$ cat src/inc/apd_pkg.sv
// shared constants and types of the command engine
package apd_pkg;
  // register byte offsets
  localparam logic [5:0] OFS_SECCNT = 6'h00;
  localparam logic [5:0] OFS_SECNUM = 6'h04;
  localparam logic [5:0] OFS_CYLLO = 6'h08;
  localparam logic [5:0] OFS_CYLHI = 6'h0C;
  localparam logic [5:0] OFS_DRVHEAD = 6'h10;
  localparam logic [5:0] OFS_CMD = 6'h14;
  localparam logic [5:0] OFS_ERROR = 6'h18;
  localparam logic [5:0] OFS_DEVCTL = 6'h1C;
  localparam logic [5:0] OFS_CFG = 6'h20;
  localparam logic [5:0] OFS_IRQSTS = 6'h24;
  localparam logic [5:0] OFS_IRQMSK = 6'h28;
  // opcodes
  localparam logic [7:0] OPC_QUERY_A = 8'h98;
  localparam logic [7:0] OPC_QUERY_B = 8'hE5;
  localparam logic [7:0] OPC_ERASE = 8'hC0;
  localparam logic [7:0] OPC_DIAG = 8'h90;
  localparam logic [7:0] OPC_FLUSH = 8'hE7;
  // field positions
  localparam int DH_DRV = 4;
  localparam int DC_SRST = 2;
  localparam int DC_NIEN = 1;
  localparam int CFG_IDE = 0;
  localparam int CFG_SLAVE = 1;
  localparam int CFG_FLUSH = 2;
  localparam int CFG_PWR = 4;
  localparam int IRQ_DONE = 0;
  localparam int IRQ_ERR = 1;
  localparam int IRQ_REFUSED = 2;
  // values
  localparam logic [7:0] ERR_ABRT = 8'h04;
  localparam logic [7:0] DIAG_OK = 8'h01;
  localparam logic [7:0] DIAG_FMT = 8'h02;
  localparam logic [7:0] DIAG_BUF = 8'h03;
  localparam logic [7:0] DIAG_ECC = 8'h04;
  localparam logic [7:0] DIAG_CPU = 8'h05;
  localparam logic [7:0] DIAG_SLAVE = 8'h80;
  localparam logic [7:0] SECCNT_STANDBY = 8'h00;
  localparam logic [7:0] SECCNT_IDLE = 8'hFF;
  localparam logic [1:0] PWR_IDLE = 2'b00;
  // reset values
  localparam logic [7:0] RST_TASK = 8'h00;
  localparam logic [7:0] RST_ERROR = 8'h01;
  localparam logic [7:0] RST_DEVCTL = 8'h00;
  localparam logic [7:0] RST_CFG = 8'h04;
  localparam logic [2:0] RST_IRQ = 3'b000;
  // timing
  localparam int CLK_NS = 4;
  localparam int BSY_MAX_NS = 400;
  localparam int BSY_MAX_CYC = BSY_MAX_NS / CLK_NS;
  localparam int ERASE_SEC_CYC = 4;
  localparam int DIAG_CYC = 32;
  localparam int FLUSH_CYC = 64;
  typedef enum logic [1:0] {
    OP_ERASE = 2'b00,
    OP_DIAG = 2'b01,
    OP_FLUSH = 2'b10
  } apd_op_type;
  typedef enum logic [2:0] {
    CK_QUERY = 3'b000,
    CK_ERASE = 3'b001,
    CK_DIAG = 3'b010,
    CK_FLUSH = 3'b011,
    CK_ABORT = 3'b100
  } apd_cmd_type;
  typedef enum logic [1:0] {
    ST_IDLE = 2'b00,
    ST_RUN = 2'b01,
    ST_FIN = 2'b10
  } apd_state_type;
endpackage

$ cat src/inc/apd_op_if.sv
// link between command control and the media operation engine
`timescale 1ns/1ps
interface apd_op_if;
  logic start;
  apd_pkg::apd_op_type op;
  logic [7:0] secCount;
  logic abort;
  logic done;
  logic fault;
  modport ctrl(output start, output op, output secCount, output abort, input done, input fault);
  modport engine(input start, input op, input secCount, input abort, output done, output fault);
endinterface

$ cat src/apd_op_engine.sv
// media operation engine: timed erase, self test and cache flush
`timescale 1ns/1ps
module apd_op_engine (
  input wire logic core_clk,
  input wire logic srst,
  input wire logic cacheDirty,
  input wire logic mediaFault,
  apd_op_if.engine ops
);
  logic [10:0] count_reg;
  logic running_reg;
  logic done_reg;
  logic fault_reg;
  apd_pkg::apd_op_type op_reg;
  logic [8:0] nSec;
  logic [10:0] workLen;

  // zero sectors means 256
  assign nSec = (ops.secCount == 8'h00) ? 9'h100 : {1'b0, ops.secCount};
  // a clean cache still costs one cycle so completion is always a separate edge
  assign workLen = (ops.op == apd_pkg::OP_ERASE) ? 11'(nSec * apd_pkg::ERASE_SEC_CYC) :
                   (ops.op == apd_pkg::OP_DIAG) ? 11'(apd_pkg::DIAG_CYC) :
                   (cacheDirty ? 11'(apd_pkg::FLUSH_CYC) : 11'h001);
  assign ops.done = done_reg;
  assign ops.fault = fault_reg;

  always_ff @(posedge core_clk) begin
    if (srst || ops.abort) begin
      count_reg <= 11'h000;
      running_reg <= 1'b0;
      done_reg <= 1'b0;
      fault_reg <= 1'b0;
      op_reg <= apd_pkg::OP_ERASE;
    end else if (ops.start) begin
      count_reg <= workLen;
      running_reg <= 1'b1;
      done_reg <= 1'b0;
      fault_reg <= 1'b0;
      op_reg <= ops.op;
    end else if (running_reg && count_reg == 11'h001) begin
      running_reg <= 1'b0;
      done_reg <= 1'b1;
      fault_reg <= (op_reg == apd_pkg::OP_ERASE) && mediaFault;
      count_reg <= 11'h000;
    end else begin
      done_reg <= 1'b0;
      count_reg <= running_reg ? count_reg - 11'h001 : count_reg;
    end
  end
endmodule

$ cat src/apd_cmd_top.sv
// task-file command interpreter with avalon register slave
`timescale 1ns/1ps
// How it works
// - a power query in standby or its transitions sets busy, loads 00h into sector count, clears busy, interrupts.
// - a power query while idle sets busy, loads FFh into sector count, clears busy, interrupts.
// - pre-erase moves no data and may end with a write-fault error status.
// - diagnostics run the self tests and leave a result code in the error register.
// - outside IDE mode diagnostics run only when the drive bit selects this card.
// - in IDE mode the drive bit is ignored and the master reports a combined result.
// - result codes: 01h pass, 02h-05h unit faults (only 03h is produced here), 8Xh slave failure in IDE mode.
// - flush writes the pending cache out, only then status shows ready and seek complete.
// - a flush that is not supported ends as an aborted command.
// - no command while busy, and busy rises within 400 ns of the opcode.
// - the interrupt-disable bit, zero after power on, blocks completion interrupts on hostIntrq but not on irq.
module apd_cmd_top (
  input wire logic core_clk,
  input wire logic srst,
  input wire logic [5:0] avs_address,
  input wire logic avs_read,
  input wire logic avs_write,
  input wire logic [31:0] avs_writedata,
  input wire logic [3:0] avs_byteenable,
  output logic [31:0] avs_readdata,
  output logic avs_waitrequest,
  output logic irq,
  output logic hostIntrq,
  output logic slaveDiagFail,
  input wire logic mediaFaultPin,
  input wire logic cacheDirtyPin,
  input wire logic selfTestFailPin,
  input wire logic peerDiagFailPin
);
  localparam int BsyLimit = apd_pkg::BSY_MAX_CYC;

  function automatic logic hit(input logic [5:0] a, input logic [5:0] ofs);
    return a[5:2] == ofs[5:2];
  endfunction

  ////////////////////////////////////////////////////////////////////////////
  // pin synchronisers
  logic [3:0] syncA_reg;
  logic [3:0] syncB_reg;
  logic [3:0] rawPins;
  assign rawPins = {peerDiagFailPin, selfTestFailPin, cacheDirtyPin, mediaFaultPin};

  generate
    for (genvar i = 0; i < 4; i++) begin : g_sync
      always_ff @(posedge core_clk) begin
        if (srst) begin
          syncA_reg[i] <= 1'b0;
          syncB_reg[i] <= 1'b0;
        end else begin
          syncA_reg[i] <= rawPins[i];
          syncB_reg[i] <= syncA_reg[i];
        end
      end
    end
  endgenerate

  wire mediaFault = syncB_reg[0];
  wire cacheDirty = syncB_reg[1];
  wire selfFail = syncB_reg[2];
  wire peerFail = syncB_reg[3];

  ////////////////////////////////////////////////////////////////////////////
  // register state
  logic waitReq_reg;
  logic [31:0] readData_reg;
  logic [7:0] secCnt_reg, secCnt_next;
  logic [7:0] secNum_reg;
  logic [7:0] cylLo_reg;
  logic [7:0] cylHi_reg;
  logic [7:0] drvHead_reg;
  logic [7:0] error_reg, error_next;
  logic [7:0] devCtl_reg;
  logic [7:0] cfg_reg;
  logic [2:0] irqSts_reg, irqSts_next;
  logic [2:0] irqMsk_reg;
  logic busy_reg, busy_next;
  logic errBit_reg, errBit_next;
  logic dwf_reg, dwf_next;
  logic intrqPend_reg, intrqPend_next;
  logic hostIntrq_reg;
  logic irq_reg;
  logic slaveFail_reg;
  logic softPrev_reg;
  logic start_reg;
  apd_pkg::apd_cmd_type kind_reg, kindNext;
  apd_pkg::apd_state_type state_reg, state_next;

  apd_op_if ops();

  apd_op_engine u_engine (
    .core_clk(core_clk),
    .srst(srst),
    .cacheDirty(cacheDirty),
    .mediaFault(mediaFault),
    .ops(ops)
  );

  ////////////////////////////////////////////////////////////////////////////
  // avalon slave: one wait cycle on every access
  wire req = avs_read | avs_write;
  wire accept = req & ~waitReq_reg;
  wire wrEn = avs_write & accept & avs_byteenable[0];
  wire rdEn = avs_read & accept;
  wire [7:0] wd = avs_writedata[7:0];
  wire softRst = devCtl_reg[apd_pkg::DC_SRST];
  wire softRelease = softPrev_reg & ~softRst;
  wire nIen = devCtl_reg[apd_pkg::DC_NIEN];
  wire cfgIde = cfg_reg[apd_pkg::CFG_IDE];
  wire cfgSlave = cfg_reg[apd_pkg::CFG_SLAVE];
  wire cfgFlushEn = cfg_reg[apd_pkg::CFG_FLUSH];
  wire [1:0] pwrState = cfg_reg[apd_pkg::CFG_PWR +: 2];
  // task file is frozen while busy
  wire tfWr = wrEn & ~busy_reg;
  wire cmdWr = wrEn & hit(avs_address, apd_pkg::OFS_CMD);
  wire statusRd = rdEn & hit(avs_address, apd_pkg::OFS_CMD);
  wire irqStsRd = rdEn & hit(avs_address, apd_pkg::OFS_IRQSTS);

  // command decode
  wire isQuery = (wd == apd_pkg::OPC_QUERY_A) | (wd == apd_pkg::OPC_QUERY_B);
  wire isErase = wd == apd_pkg::OPC_ERASE;
  wire isDiag = wd == apd_pkg::OPC_DIAG;
  wire isFlush = wd == apd_pkg::OPC_FLUSH;
  wire drvMatch = drvHead_reg[apd_pkg::DH_DRV] == cfgSlave;
  wire diagSkip = isDiag & ~cfgIde & ~drvMatch;
  wire refused = cmdWr & (busy_reg | softRst);
  wire cmdGo = cmdWr & ~busy_reg & ~softRst & ~diagSkip;
  assign kindNext = isQuery ? apd_pkg::CK_QUERY :
                    isErase ? apd_pkg::CK_ERASE :
                    isDiag ? apd_pkg::CK_DIAG :
                    (isFlush & cfgFlushEn) ? apd_pkg::CK_FLUSH :
                    apd_pkg::CK_ABORT;
  wire useEngine = (kindNext == apd_pkg::CK_ERASE) | (kindNext == apd_pkg::CK_DIAG) |
                   (kindNext == apd_pkg::CK_FLUSH);

  ////////////////////////////////////////////////////////////////////////////
  // sequencing
  always_comb begin
    state_next = state_reg;
    unique case (state_reg)
      apd_pkg::ST_IDLE: begin
        if (cmdGo) begin
          state_next = useEngine ? apd_pkg::ST_RUN : apd_pkg::ST_FIN;
        end
      end
      apd_pkg::ST_RUN: begin
        if (ops.done) begin
          state_next = apd_pkg::ST_IDLE;
        end
      end
      apd_pkg::ST_FIN: state_next = apd_pkg::ST_IDLE;
      default: state_next = apd_pkg::ST_IDLE;
    endcase
    if (softRst) begin
      state_next = apd_pkg::ST_IDLE;
    end
  end

  wire finish = ~softRst & ((state_reg == apd_pkg::ST_FIN) |
                            ((state_reg == apd_pkg::ST_RUN) & ops.done));
  wire finAbort = kind_reg == apd_pkg::CK_ABORT;
  wire finFault = (kind_reg == apd_pkg::CK_ERASE) & ops.fault;
  wire finDiag = finish & (kind_reg == apd_pkg::CK_DIAG);
  wire [7:0] ownCode = selfFail ? apd_pkg::DIAG_BUF : apd_pkg::DIAG_OK;
  // only an IDE master folds the peer's failure into its code
  wire [7:0] diagCode = (cfgIde & ~cfgSlave & peerFail) ?
                        (apd_pkg::DIAG_SLAVE | ownCode) : ownCode;
  wire [7:0] queryCnt = (pwrState == apd_pkg::PWR_IDLE) ?
                        apd_pkg::SECCNT_IDLE : apd_pkg::SECCNT_STANDBY;

  assign busy_next = (softRst | cmdGo) ? 1'b1 :
                     (finish | softRelease) ? 1'b0 : busy_reg;
  assign errBit_next = (softRst | cmdGo) ? 1'b0 : finish ? (finAbort | finFault) : errBit_reg;
  assign dwf_next = (softRst | cmdGo) ? 1'b0 : finish ? finFault : dwf_reg;
  assign error_next = softRelease ? apd_pkg::DIAG_OK :
                      ~finish ? error_reg :
                      finAbort ? apd_pkg::ERR_ABRT :
                      (kind_reg == apd_pkg::CK_DIAG) ? diagCode : 8'h00;
  assign secCnt_next = (finish & (kind_reg == apd_pkg::CK_QUERY)) ? queryCnt :
                       (tfWr & hit(avs_address, apd_pkg::OFS_SECCNT)) ? wd : secCnt_reg;
  // completion wins over a status read in the same cycle
  assign intrqPend_next = finish | (intrqPend_reg & ~statusRd & ~softRst);
  assign irqSts_next = {refused, finish & (finAbort | finFault), finish} |
                       (irqSts_reg & ~{3{irqStsRd}});

  assign ops.start = start_reg;
  assign ops.op = (kind_reg == apd_pkg::CK_ERASE) ? apd_pkg::OP_ERASE :
                  (kind_reg == apd_pkg::CK_DIAG) ? apd_pkg::OP_DIAG : apd_pkg::OP_FLUSH;
  assign ops.secCount = secCnt_reg;
  assign ops.abort = softRst;

  ////////////////////////////////////////////////////////////////////////////
  // read mux
  wire [7:0] statusByte = {busy_reg, ~busy_reg, dwf_reg, ~busy_reg, 3'b000, errBit_reg};
  wire [7:0] rdMux = hit(avs_address, apd_pkg::OFS_SECCNT) ? secCnt_reg :
                     hit(avs_address, apd_pkg::OFS_SECNUM) ? secNum_reg :
                     hit(avs_address, apd_pkg::OFS_CYLLO) ? cylLo_reg :
                     hit(avs_address, apd_pkg::OFS_CYLHI) ? cylHi_reg :
                     hit(avs_address, apd_pkg::OFS_DRVHEAD) ? drvHead_reg :
                     hit(avs_address, apd_pkg::OFS_CMD) ? statusByte :
                     hit(avs_address, apd_pkg::OFS_ERROR) ? error_reg :
                     hit(avs_address, apd_pkg::OFS_DEVCTL) ? devCtl_reg :
                     hit(avs_address, apd_pkg::OFS_CFG) ? cfg_reg :
                     hit(avs_address, apd_pkg::OFS_IRQSTS) ? {5'h00, irqSts_reg} :
                     hit(avs_address, apd_pkg::OFS_IRQMSK) ? {5'h00, irqMsk_reg} : 8'h00;

  always_ff @(posedge core_clk) begin
    if (srst) begin
      waitReq_reg <= 1'b1;
      readData_reg <= 32'h0000_0000;
    end else begin
      waitReq_reg <= ~(req & waitReq_reg);
      if (avs_read & waitReq_reg) begin
        readData_reg <= {24'h00_0000, rdMux};
      end
    end
  end

  ////////////////////////////////////////////////////////////////////////////
  // task file and control registers
  always_ff @(posedge core_clk) begin
    if (srst) begin
      secNum_reg <= apd_pkg::RST_TASK;
      cylLo_reg <= apd_pkg::RST_TASK;
      cylHi_reg <= apd_pkg::RST_TASK;
      drvHead_reg <= apd_pkg::RST_TASK;
      devCtl_reg <= apd_pkg::RST_DEVCTL;
      cfg_reg <= apd_pkg::RST_CFG;
      irqMsk_reg <= apd_pkg::RST_IRQ;
    end else begin
      if (tfWr & hit(avs_address, apd_pkg::OFS_SECNUM)) secNum_reg <= wd;
      if (tfWr & hit(avs_address, apd_pkg::OFS_CYLLO)) cylLo_reg <= wd;
      if (tfWr & hit(avs_address, apd_pkg::OFS_CYLHI)) cylHi_reg <= wd;
      if (tfWr & hit(avs_address, apd_pkg::OFS_DRVHEAD)) drvHead_reg <= wd;
      if (wrEn & hit(avs_address, apd_pkg::OFS_DEVCTL)) devCtl_reg <= {5'h00, wd[2:1], 1'b0};
      if (wrEn & hit(avs_address, apd_pkg::OFS_CFG)) cfg_reg <= {2'b00, wd[5:0]};
      if (wrEn & hit(avs_address, apd_pkg::OFS_IRQMSK)) irqMsk_reg <= wd[2:0];
    end
  end
  always_ff @(posedge core_clk) begin
    if (srst) begin
      state_reg <= apd_pkg::ST_IDLE;
      kind_reg <= apd_pkg::CK_QUERY;
      start_reg <= 1'b0;
      busy_reg <= 1'b0;
      errBit_reg <= 1'b0;
      dwf_reg <= 1'b0;
      error_reg <= apd_pkg::RST_ERROR;
      secCnt_reg <= apd_pkg::RST_TASK;
      softPrev_reg <= 1'b0;
    end else begin
      state_reg <= state_next;
      if (cmdGo) kind_reg <= kindNext;
      start_reg <= cmdGo & useEngine;
      busy_reg <= busy_next;
      errBit_reg <= errBit_next;
      dwf_reg <= dwf_next;
      error_reg <= error_next;
      secCnt_reg <= secCnt_next;
      softPrev_reg <= softRst;
    end
  end

  ////////////////////////////////////////////////////////////////////////////
  // interrupts
  always_ff @(posedge core_clk) begin
    if (srst) begin
      intrqPend_reg <= 1'b0;
      hostIntrq_reg <= 1'b0;
      irqSts_reg <= apd_pkg::RST_IRQ;
      irq_reg <= 1'b0;
      slaveFail_reg <= 1'b0;
    end else begin
      intrqPend_reg <= intrqPend_next;
      hostIntrq_reg <= intrqPend_next & ~nIen;
      irqSts_reg <= irqSts_next;
      irq_reg <= |(irqSts_next & irqMsk_reg);
      if (finDiag & cfgIde & cfgSlave) slaveFail_reg <= selfFail;
    end
  end

  assign avs_waitrequest = waitReq_reg;
  assign avs_readdata = readData_reg;
  assign hostIntrq = hostIntrq_reg;
  assign irq = irq_reg;
  assign slaveDiagFail = slaveFail_reg;
endmodule

$ cat config.mk
export PLATFORM = sky130hd
export DESIGN_NAME = apd_cmd_top
export DESIGN_NICKNAME = d
export VERILOG_FILES = /design/src/inc/apd_pkg.sv /design/src/inc/apd_op_if.sv /design/src/apd_op_engine.sv /design/src/apd_cmd_top.sv
export SDC_FILE = /design/constraint.sdc
export NUM_CORES = 1
export LEC_CHECK = 0
export BUFFER_PORTS_ARGS = -buffer_cell sky130_fd_sc_hd__buf_2
export CORE_MARGIN = 5
export CORE_UTILIZATION = 35
export CTS_BUF_LIST = sky130_fd_sc_hd__clkbuf_8
export DETAILED_ROUTE_END_ITERATION = 6
export SLEW_MARGIN = 40
export SYNTH_ARGS = -nofsm -noshare
export SYNTH_HDL_FRONTEND = slang
export SYNTH_SLANG_ARGS = --single-unit
$ cat constraint.sdc
create_clock -name core_clk -period 3.65 [get_ports core_clk]
set_clock_uncertainty 0.1 [all_clocks]
set_input_delay 0.365 -clock core_clk [delete_from_list [all_inputs] [get_ports core_clk]]
set_output_delay 0.365 -clock core_clk [all_outputs]
set_load 0.1 [all_outputs]
==> results.md <==
- Status: finished, final reports clean
- Kind of critical path: register to register
- CTS Hold Bufs: 0
- Drt first pass iters: 6
- Pins Over Slew Limit: 0
- Max FFs per register: 11
- Switching Fraction: 31.4%
- Sequential area share after synthesis: 41.3%
- Share of the synthesized area in the top cell type: 41.3%
- Flop pwr share: 52.0%
- F_max: 412 MHz
- RSZ-0062 raised after global routing: false
- Leading area contributor after synthesis: dfxtp_1
- Worst-path clk slew: 0.10 ns
- Fin area: 5490 µm²
- Die H: 131 µm
- EDFF count, synth: 0
- Gr usage total: 15.8%
- DIE WIDTH: 131 µm
- DP Area: 5280 µm²
- Seq cells post-synth: 105
- Avg Inst Size Synth: 8.83 µm²
- Placed insts: 760
- CTS HTree Levels: 3
- CTS tree: built
- Vias in the first global route: 4047
- Max Cap Viol: 0
- I/O pins: 86
- Deepest clock path buffer count: 2
- GP Congestion: 0.807
- Met3 Wirelength: 714 µm
- YS warnings: 0
- Leak: 2.28 nW
- Slew HR: 54.7%
- Row count: 44
- CTS Sinks: 105
- Starting Density: 35.4%
- Post-Synthesis Cells: 576
- Clock share of power: 34.5%
- Final net count: 639
- Tmin final: 2.43 ns
- Post-Syn Area: 5090 µm²
- Post-synth cell types: 61
- CTS Buf Count: 9
- Clock latency on the worst-skew pair: 0.39 ns
- Setup_tns: 0 ns
- DR iter-0 viols: 303
- Hold Path Class: input pin to register
- CP startpoint kind: register
- First-pass GRT wire length: 21000 µm
- Post-DRT Antenna Nets: 0
- Share of cells above drive strength 1: 12.7%
- M1 WL: 5890 µm
- Largest net degree at the start of global routing: 37
- Tightest Pin Transition: 0.670 ns
- Worst EP arrival: 2.64 ns
- Switching power: 703 µW
- Worst hold slack: 0.0854 ns
- Drc violations: 0
- Total die area: 17000 µm²
- Critical path required time: 3.86 ns
- P&R area growth vs syn: 7.92%
- Most numerous cell in the Yosys netlist: dfxtp_1
- Finished Layout Cells: 776
- Final setup vio count: 0
- Detailed Place HPWL: 9590 µm
- Ys flop type: dfxtp_1
- Setup crit end kind: register
- Top post-synthesis cells by area: dfxtp_1 41%, mux2i_1 11%, nor2_1 5.5%
- Number of diodes: 0
- Crit-path max FO: 9
- Synth top cells by count: 105 x dfxtp_1, 74 x nor2_1, 54 x mux2i_1
- Met2 routed WL: 6450 µm
- Antenna violations before repair: 0
- Ys async rst share: 0%
- Gate power share: 13.5%
- Internal power: 1.54 mW
- Resized Gates After CTS: 0
- # port buffers: 32
- GRT overflow: 0
- Area of the core: 14400 µm²
- Clock root buffer: clkbuf_8
- Routed length per placed instance: 17.1 µm
- Post-CTS setup repair buffer count: 0
- Highest routing layer actually used: met4
- Tot Pwr: 2.24 mW
- Pwr Density: 408 nW/µm²
- Aggregate routed wire length: 13200 µm
- Fillers: 1465
- Tcrit/Tclk final: 66.5%
- Fin. Hold Viols: 0
- DR vias/cell: 5.47
- Peak supply drop: 0.211 mV
- Via Count: 4243
placed cells by master, fill, tap and decap left out, types with 4 or more instances in the layout:
cell      instances
a211oi_1          5
a21o_1            4
a21oi_1          25
a221oi_1          5
a22oi_1          12
a32oi_1           4
and3_1            5
buf_2            32
buf_4             6
clkbuf_8          9
conb_1           24
dfxtp_1         105
inv_1            13
mux2_2            6
mux2i_1          54
nand2_1          27
nand2b_1         10
nand3_1          12
nand3b_1          7
nand4_1           5
nor2_1           74
nor2b_1          22
nor3_1           19
nor3b_1           4
nor4_1            5
o211ai_1          4
o21ai_0          20
o221a_2           8
o22ai_1           4
xor2_1            4
through the flow:
step	worst slack, ns	util, %
finish	1.22	38.2
global route	1.05	38.2
CTS	1.25	38.2
detailed placement	1.10	36.8
global placement	1.17	36.8
floorplan	1.09	-
layer usage:
layer / up-vias / global-route usage [%]
met5: - / 0
met4: 0 / 4.17
met3: 17 / 4.39
met2: 128 / 26.5
met1: 2057 / 20.1
li1: 2041 / -
cell type report:
type / instances / area, µm² / share of cell area (%)
flip-flops and latches: 105 / 2100 / 38.3
well taps: 184 / 230 / 4.19
repair buffers: 38 / 205 / 3.74
multi-input cells: 420 / 2700 / 49.1
clock buffers: 9 / 124 / 2.26
clock inverters: 7 / 85.1 / 1.55
inverters: 13 / 48.8 / 0.889
power by group through the flow:
stage / clock network, mW / logic [mW] / registers [mW]
final: 0.773 / 0.302 / 1.17
after global routing: 0.844 / 0.317 / 1.17
after CTS: 0.805 / 0.301 / 1.17
after detailed placement: 0 / 0.300 / 1.19
after global placement: 0 / 0.299 / 1.19
after floorplan: 0 / 0.221 / 1.24
worst paths after layout:
check,startpoint,endpoint,slack [ns],cells after the start
setup / recovery,avs_waitrequest,state_reg[0],1.22,6
hold / removal,avs_write,avs_waitrequest,0.09,2
setup reg to reg,avs_waitrequest,state_reg[0],1.22,6
hold reg to reg,devCtl_reg[1],hostIntrq,0.35,1
cells by family (layout without fill, tap and decap cells):
| family | Yosys count | in the layout | synth area share [%] |
|---|---|---|---|
| simple gates | 210 | 210 | 20.9 |
| compound gates | 116 | 116 | 16.2 |
| flops | 105 | 105 | 41.3 |
| buf+inv | 74 | 67 | 7.40 |
| mux | 61 | 61 | 12.4 |
| xor+xnor | 7 | 7 | 1.20 |
| fa+ha+maj | 2 | 2 | 0.492 |
| other cells | 1 | 24 | 0.0737 |
worst max-delay path: stages (launching register included):
cell      delay, ns
dfxtp_1        0.36
nand3b_1       0.17
buf_4          0.18
nor3b_1        0.43
o311ai_1       0.32
or4_1          0.56
a211oi_1       0.23
No activity file was read; power rests on OpenSTA's default activity.
